--- src/include/rsi_consts.svh ---
/*
 * Register offsets, field positions, widths and reset values of the
 * status, interrupt and entry-validity block.
 * Assumes 32-bit APB byte addresses and one aligned word per register.
 */
`ifndef RSI_CONSTS_SVH
`define RSI_CONSTS_SVH

// register byte addresses
`define RSI_ADDR_STATUS 32'h400E_1478
`define RSI_ADDR_STATUS_CLEAR 32'h400E_147C
`define RSI_ADDR_IRQ_ENABLE_SET 32'h400E_1480
`define RSI_ADDR_IRQ_ENABLE_CLEAR 32'h400E_1484
`define RSI_ADDR_IRQ_MASK_VIEW 32'h400E_1488
`define RSI_ADDR_ENTRY_VALIDITY 32'h400E_148C

// field layout
`define RSI_NFLAG 6
`define RSI_NMASK 5
`define RSI_NVALID 4
`define RSI_BIT_ACK 0
`define RSI_BIT_ALARM 1
`define RSI_BIT_SECOND 2
`define RSI_BIT_TIME 3
`define RSI_BIT_CAL 4
`define RSI_BIT_ERR 5

// reset values
`define RSI_RST_FLAGS 6'h00
`define RSI_RST_EN 6'h00
`define RSI_RST_VALID 4'h0
`define RSI_RST_DATA 32'h0000_0000

`endif

--- src/include/rsi_pkg.sv ---
/*
 * Types of the status, interrupt and entry-validity block.
 * Assumes nothing of its surroundings.
 */
package rsi_pkg;

    // one bit per clock event, update acknowledge in bit 0
    typedef struct packed {
        logic counter_corrupt_flag;
        logic calendar_event;
        logic time_event;
        logic second_event;
        logic alarm_event;
        logic update_ack;
    } rsi_flags_s;

    // one bit per programmable register, time register in bit 0
    typedef struct packed {
        logic bad_calendar_alarm_entry;
        logic bad_time_alarm_entry;
        logic bad_calendar_entry;
        logic bad_time_entry;
    } rsi_valid_s;

endpackage

--- src/rtl/rsi_top.sv ---
/*
 * Status flags, interrupt enable/mask and entry-validity tracking of a
 * real-time clock, with an APB slave for its registers.
 * Assumes the counters, comparators and calendar logic outside drive
 * the event pulses, the counter-invalid level and the entry strobes,
 * all synchronous to pclk.
 */
`timescale 1ns/1ps
`include "rsi_consts.svh"

// Behaviour
// - The corrupt flag reads 0 while the counters have stayed valid since the last status read or clear, and becomes 1 once they go invalid.
// - The corrupt flag keeps reading 1 while the counters are still invalid, whatever was read.
// - Each 1 written to the clear register clears its status flag unless it is set again in the same cycle, and each 0 does nothing.
// - Each 1 written to the enable register turns that source's interrupt on, 0 leaves it.
// - Each 1 written to the disable register turns that source's interrupt off, 0 leaves it.
// - The mask register shows 1 for each enabled and 0 for each disabled source in bits 0 to 4; the corrupt source's enable (bit 5) is not shown.
// - Validity bits 0 and 1 flag bad time and calendar contents since they were last written.
// - Validity bits 2 and 3 flag bad time and calendar alarm contents since last written.
// - Status flags are sticky and hold 1 from their event until they are cleared; the corrupt flag is also dropped by a status read once the counters are valid.
module rsi_top (
    input wire logic pclk,
    input wire logic presetn,
    input wire logic psel,
    input wire logic penable,
    input wire logic pwrite,
    input wire logic [31:0] paddr,
    input wire logic [31:0] pwdata,
    output logic [31:0] prdata,
    output logic pready,
    output logic pslverr,
    input wire rsi_pkg::rsi_flags_s clock_events,
    input wire rsi_pkg::rsi_valid_s entry_bad,
    input wire rsi_pkg::rsi_valid_s entry_prog,
    output logic irq
);
    import rsi_pkg::*;

    // status, enables and validity
    rsi_flags_s flags_q;
    rsi_flags_s flags_d;
    rsi_flags_s en_q;
    rsi_flags_s en_d;
    rsi_valid_s valid_q;
    rsi_valid_s valid_d;

    // registered read answer
    logic [31:0] prdata_q;
    logic [31:0] prdata_d;
    logic err_q;
    logic err_d;

    // bus decode
    logic setup;
    logic wr_acc;
    logic rd_acc;
    logic hit_status;
    logic hit_sccr;
    logic hit_ier;
    logic hit_idr;
    logic hit_imr;
    logic hit_ver;
    logic [`RSI_NFLAG-1:0] clr_bits;
    logic [`RSI_NFLAG-1:0] on_bits;
    logic [`RSI_NFLAG-1:0] off_bits;
    logic [`RSI_NFLAG-1:0] set_bits;
    logic status_read;

    // address match and phase qualifiers
    assign setup = psel & ~penable;
    assign wr_acc = psel & penable & pwrite;
    assign rd_acc = psel & penable & ~pwrite;
    assign hit_status = (paddr == `RSI_ADDR_STATUS);
    assign hit_sccr = (paddr == `RSI_ADDR_STATUS_CLEAR);
    assign hit_ier = (paddr == `RSI_ADDR_IRQ_ENABLE_SET);
    assign hit_idr = (paddr == `RSI_ADDR_IRQ_ENABLE_CLEAR);
    assign hit_imr = (paddr == `RSI_ADDR_IRQ_MASK_VIEW);
    assign hit_ver = (paddr == `RSI_ADDR_ENTRY_VALIDITY);

    // write strobes take effect at the access edge only
    assign clr_bits = (wr_acc & hit_sccr) ? pwdata[`RSI_NFLAG-1:0] : '0;
    assign on_bits = (wr_acc & hit_ier) ? pwdata[`RSI_NFLAG-1:0] : '0;
    assign off_bits = (wr_acc & hit_idr) ? pwdata[`RSI_NFLAG-1:0] : '0;
    assign status_read = rd_acc & hit_status;

    // events and the invalid-counter level all set flags
    assign set_bits = clock_events;

    // no wait states
    assign pready = 1'b1;

    // next status: set wins over clear, corrupt also cleared by a read
    always_comb begin
        flags_d = flags_q & ~clr_bits;
        if (status_read) begin
            flags_d.counter_corrupt_flag = 1'b0;
        end
        flags_d = flags_d | set_bits;
    end

    // next enables
    always_comb begin
        en_d = (en_q & ~off_bits) | on_bits;
    end

    // next validity: a bad entry wins over a fresh write
    always_comb begin
        valid_d = (valid_q & ~entry_prog) | entry_bad;
    end

    // read data and error, prepared in the setup cycle
    always_comb begin
        prdata_d = `RSI_RST_DATA;
        err_d = 1'b0;
        if (setup) begin
            if (hit_status) begin
                prdata_d[`RSI_NFLAG-1:0] = flags_q;
                err_d = pwrite;
            end else if (hit_imr) begin
                prdata_d[`RSI_NMASK-1:0] = en_q[`RSI_NMASK-1:0];
                err_d = pwrite;
            end else if (hit_ver) begin
                prdata_d[`RSI_NVALID-1:0] = valid_q;
                err_d = pwrite;
            end else if (hit_sccr | hit_ier | hit_idr) begin
                err_d = ~pwrite;
            end else begin
                err_d = 1'b1;
            end
        end else begin
            prdata_d = prdata_q;
            err_d = err_q;
        end
    end

    // state registers
    always_ff @(posedge pclk or negedge presetn) begin
        if (!presetn) begin
            flags_q <= `RSI_RST_FLAGS;
            en_q <= `RSI_RST_EN;
            valid_q <= `RSI_RST_VALID;
            prdata_q <= `RSI_RST_DATA;
            err_q <= 1'b0;
        end else begin
            flags_q <= flags_d;
            en_q <= en_d;
            valid_q <= valid_d;
            prdata_q <= prdata_d;
            err_q <= err_d;
        end
    end

    // bus outputs, error only shown in the access phase
    assign prdata = prdata_q;
    assign pslverr = psel & penable & err_q;

    // one level interrupt from enabled sticky flags
    assign irq = |(flags_q & en_q);
endmodule

--- config.mk ---
export PLATFORM = sky130hd
export DESIGN_NAME = rsi_top
export DESIGN_NICKNAME = d
export VERILOG_FILES = /design/src/include/rsi_pkg.sv /design/src/rtl/rsi_top.sv
export VERILOG_INCLUDE_DIRS = /design/src /design/src/include
export SDC_FILE = /design/constraint.sdc
export NUM_CORES = 1
export LEC_CHECK = 0
export BUFFER_PORTS_ARGS = -buffer_cell sky130_fd_sc_hd__buf_2
export CORE_ASPECT_RATIO = 1.5
export CORE_MARGIN = 10
export CORE_UTILIZATION = 40
export CTS_CLUSTER_SIZE = 28
export DETAILED_ROUTE_END_ITERATION = 8
export GPL_TIMING_DRIVEN = 0
export PLACE_DENSITY = 0.8
export SKIP_CTS_REPAIR_TIMING = 1
export SYNTH_ARGS = -nofsm -noshare
export SYNTH_HDL_FRONTEND = slang
export SYNTH_SLANG_ARGS = --single-unit
--- constraint.sdc ---
create_clock -name pclk -period 1.2 [get_ports pclk]
set_input_delay 0.3 -clock pclk [delete_from_list [all_inputs] [get_ports pclk]]
set_output_delay 0.3 -clock pclk [all_outputs]
set_load 0.05 [all_outputs]
# Word level (Yosys, flattened, before mapping)
# Cells that the tools add are included.
# word_totals
out_inout_bits	35
word_cells	61
regBits	23
in_bits	83
# op_classes
n_reduce_logical	1
n_mux	13
bitwise_logic	23
n_eq_ne	6
# ops
operator	n
$eq A32 B31 Y1 const B	6
$and A6 B6 Y6	3
$mux W6	3
$not A6 Y6	2
$or A6 B6 Y6	2
$and A1 B1 Y1	9
$mux W4	2
$mux W1	7
$reduce_or A6 Y1	1
$mux W5	1
$and A4 B4 Y4	1
$not A4 Y4	1
$or A4 B4 Y4	1
$not A1 Y1	2
$or A1 B1 Y1	2

# Depth between registers and ports, before layout
# depth
word_depth	8
mapped_depth	5
depth_no_buf	4

# Least setup slack after synthesis
# No wires, ideal clock.
# synth_timing
path_kind	input -> register
startpoint	input port paddr[20]
endpoint	register prdata_q[0] (netlist: prdata[0])
required_time_ns	1.105
stages	4
arrival_time_ns	1.849
slack_ns	-0.745
path_buffers	0
setup_ns	0.095
path_cell_list	or4_4 > or2_4 > or4_4 > o31ai_1
# synth_between
elab_chain_len	4
elab_cells_between_ends	6
classes_between	3 x eq/ne; 3 x mux
# synth_lines
element	line_no	rtl
start: declaration	rsi_top.sv:27	input wire logic [31:0] paddr,
$eq A32 B31 Y1 (no line)	--	
$mux W4	rsi_top.sv:122	end else if (hit_ver) begin
$mux W4	rsi_top.sv:119	end else if (hit_imr) begin
$mux W5 (*)	rsi_top.sv:116	if (hit_status) begin
end signal: assignment	rsi_top.sv:142	prdata_q <= `RSI_RST_DATA;
end signal: assignment	rsi_top.sv:148	prdata_q <= prdata_d;
end: declaration	rsi_top.sv:48	logic [31:0] prdata_q;
# Mark *: on every way between the ends. The rest lies on a longest branch, timed or not.
# A chain may end at the register's enable or synchronous reset.

# Final worst setup path
# layout_timing
startpoint	input port paddr[21]
endpoint	register prdata_q[3] (netlist: prdata[3])
# Same word-level chain as after synthesis.

==> flow_summary_export.csv <==
group,metric,value,unit
setup_path,rrSetupSlack,0.03,ns
setup_path,worstSetupEndpointType,"flop",
drt,drt-total-wl,4.99,mm
power_and_ir_drop,p_leak,0.00113,uW
drt,detail-route-antenna-nets,0,
setup_path,rr_worst_depth,4,
setup_path,worstPathRequired,1.39,ns
outcome,violations,"negative hold slack, negative setup slack",
drt,drc,0,
final_layout,fillCellCount,359,
setup_path,crit_path_max_fanout,7,
flow_run,drv_cap,0,
final_layout,drive_gt1_share,45.6,%
setup_path,rr_startpoint,"flags_q[2]",
global_routing,grt_overflow,0,
setup_path,r2r-end,"prdata[2]",
logic_synthesis,yosys_warnings,0,
floorplanning,ios,118,
logic_synthesis,synth_cells,174,
timing,whs,-0.0104,ns
logic_synthesis,syn_avg_cell_area,9.16,um2
global_routing,grt_use_total,13.4,%
final_layout,multi_input_area,943,um2
drt,dr.pass1.iters,4,
floorplanning,die-area,6960,um2
logic_synthesis,synth_edf_count,0,
clocking,cts_tree,"yes",
final_layout,n_antenna_cell,0,
timing,report.final.slew_viol_count,0,
logic_synthesis,synth_ff_type,"dfrtp_1",
clocking,clk_latency,0.27,ns
floorplanning,design.core.area,3890,um2
place,placed_area,2080,um2
drt,drtIter0Drc,77,
floorplanning,start_util,41.0,%
final_layout,synthToLayoutAreaGrowth,43.8,%
clocking,cts.sinks,23,
timing,layout_min_cycle_time,1.73,ns
drt,route.met2.wl,2.45,mm
place,gp_congestion,0.846,
global_routing,grt_pass1_wl,7.93,mm
global_routing,antenna_found_initial,0,
outcome,outcome,"finished with violations",
timing,relSlewSlack,64.5,%
floorplanning,die_h,97.3,um
drt,wl_met3,646,um
logic_synthesis,synth.most_common_cell,"buf_4",
timing,clock_skew,0.00159,ns
clocking,clk_pin_slew,0.08,ns
final_layout,nNetsFinal,358,
final_layout,fin_area,2290,um2
place,dp_hpwl,4.03,mm
place,io_buffers,64,
clocking,clockBufferDepth,2,
logic_synthesis,mappedNetlistArea,1590,um2
clocking,cts-buffers-inserted,3,
setup_path,crit_type,"primary input to flop",
logic_synthesis,synth.top_cells.by_count,"buf_4 (27), dfrtp_1 (23), nand4_1 (13), nand2_1 (11)",
clocking,cts-root-buf,"clkbuf_8",
drt,routed.top_layer,"met4",
power_and_ir_drop,power_density,780,nW/um2
timing,fmax,0.578,GHz
logic_synthesis,synth_top_cell_by_area,"dfrtp_1",
global_routing,grt_pass1_vias,1816,
timing,rsz0062_at_grt,"yes",
setup_path,start_kind,"primary input",
logic_synthesis,synth-seq-cells,23,
timing,finalSetupViolCount,21,
logic_synthesis,seq_area_frac_synth,36.1,%
drt,wl_per_cell,15.6,um
timing,setup_ws,-0.529,ns
place,dp_worst_setup_slack,-0.929,ns
timing,fin_crit_sh,144,%
setup_path,worstPathArrival,1.92,ns
drt,via_per_inst,5.28,
power_and_ir_drop,ir_drop,0.000537,V
drt,via_count,1683,
global_routing,grt_start_max_net_pins,24,
logic_synthesis,yosys-top-cells-area,"dfrtp_1 (36%), buf_4 (13%), nand4_1 (5.1%)",
drt,wl_met1,1.79,mm
clocking,htreeDepth,1,
floorplanning,rows,28,
timing,hold_viol_final,23,
logic_synthesis,ys_async_sr_fraction,100,%
timing,setup-tns-final,-8.34,ns
logic_synthesis,post-synth-top-area-fraction,36.1,%
floorplanning,die_width,71.5,um
worst_hold_path,hold_path.class,"primary input to asynchronous set/reset pin",
logic_synthesis,yosysUniqueCellTypes,35,
timing,worstMarginPinSlew,0.530,ns
final_layout,seq_area,576,um2
final_layout,postLayoutCoreUtil,58.9,%
state kept, by name, indices dropped and copies added, names as in the netlist:
signal,flops
prdata,6
valid_q,4
flags_q,6
err_q,1
en_q,6
stage by stage:
step / instances / total power (uW)
final: 319 / 1790
after global routing: 319 / 1850
after CTS: 312 / 1760
after detailed placement: 308 / 1280
after global placement: 308 / 1270
after floorplan: 199 / 1140
placed cells by master, fill, tap and decap left out, types with 3 or more instances in the layout:
cell type / netlist / final
buf_4: 27 / 36
clkbuf_4: 0 / 4
nand2_1: 11 / 11
and4_1: 7 / 7
a31oi_1: 4 / 4
conb_1: 2 / 27
dfrtp_1: 23 / 23
o22ai_1: 4 / 4
buf_6: 0 / 3
clkbuf_1: 6 / 5
or4_4: 3 / 3
o31ai_1: 5 / 3
a22oi_2: 0 / 3
inv_1: 10 / 10
clkbuf_8: 0 / 3
a21o_1: 10 / 10
mux2i_1: 6 / 6
or4_1: 6 / 6
nand4_1: 13 / 13
nor4b_2: 0 / 5
nor3b_1: 3 / 3
buf_2: 0 / 56
cell families after synthesis:
logic type             count (synthesis)  synth area share [%]
and+or+nand+nor                       66                  28.3
buffers and inverters                 43                  16.5
AOI/OAI and AO/OA                     34                  14.9
DFF                                   23                  36.1
muxes                                  6                  3.77
other                                  2                 0.471
how the worst max path moves through the flow:
stage | start | to | cells after the start
floorplan | paddr[21] | prdata[1] | 4
global placement | paddr[28] | prdata[1] | 5
detailed placement | paddr[20] | err_q | 5
CTS | paddr[20] | err_q | 5
global route | paddr[21] | prdata[1] | 5
finish | paddr[21] | prdata[3] | 5
routing by layer:
layer	global-route usage (%)	up-vias
met4	6.43	0
met1	13.8	774
met5	0	-
met2	22.2	97
li1	-	803
met3	5.93	9
cell type report:
| cell class | instances | area share, % |
|---|---|---|
| multi-input combinational | 133 | 41.2 |
| sequential | 23 | 25.1 |
| timing repair buffer | 72 | 18.0 |
| buffer | 32 | 9.72 |
| tap | 45 | 2.46 |
| clock buffer | 4 | 1.97 |
| inverter | 10 | 1.64 |
critical path, cell delays in order:
cell and delay [ns]:
buf_6 0.09, or4_4 0.54, or2_4 0.30, or4_4 0.47
o31ai_2 0.22
report_power, final:
group | switching [uW] | internal, uW | total [uW]
sequential | 6.11 | 783 | 789
clock | 258 | 238 | 496
combinational | 327 | 174 | 501
Power figures use the tool's default switching activity.
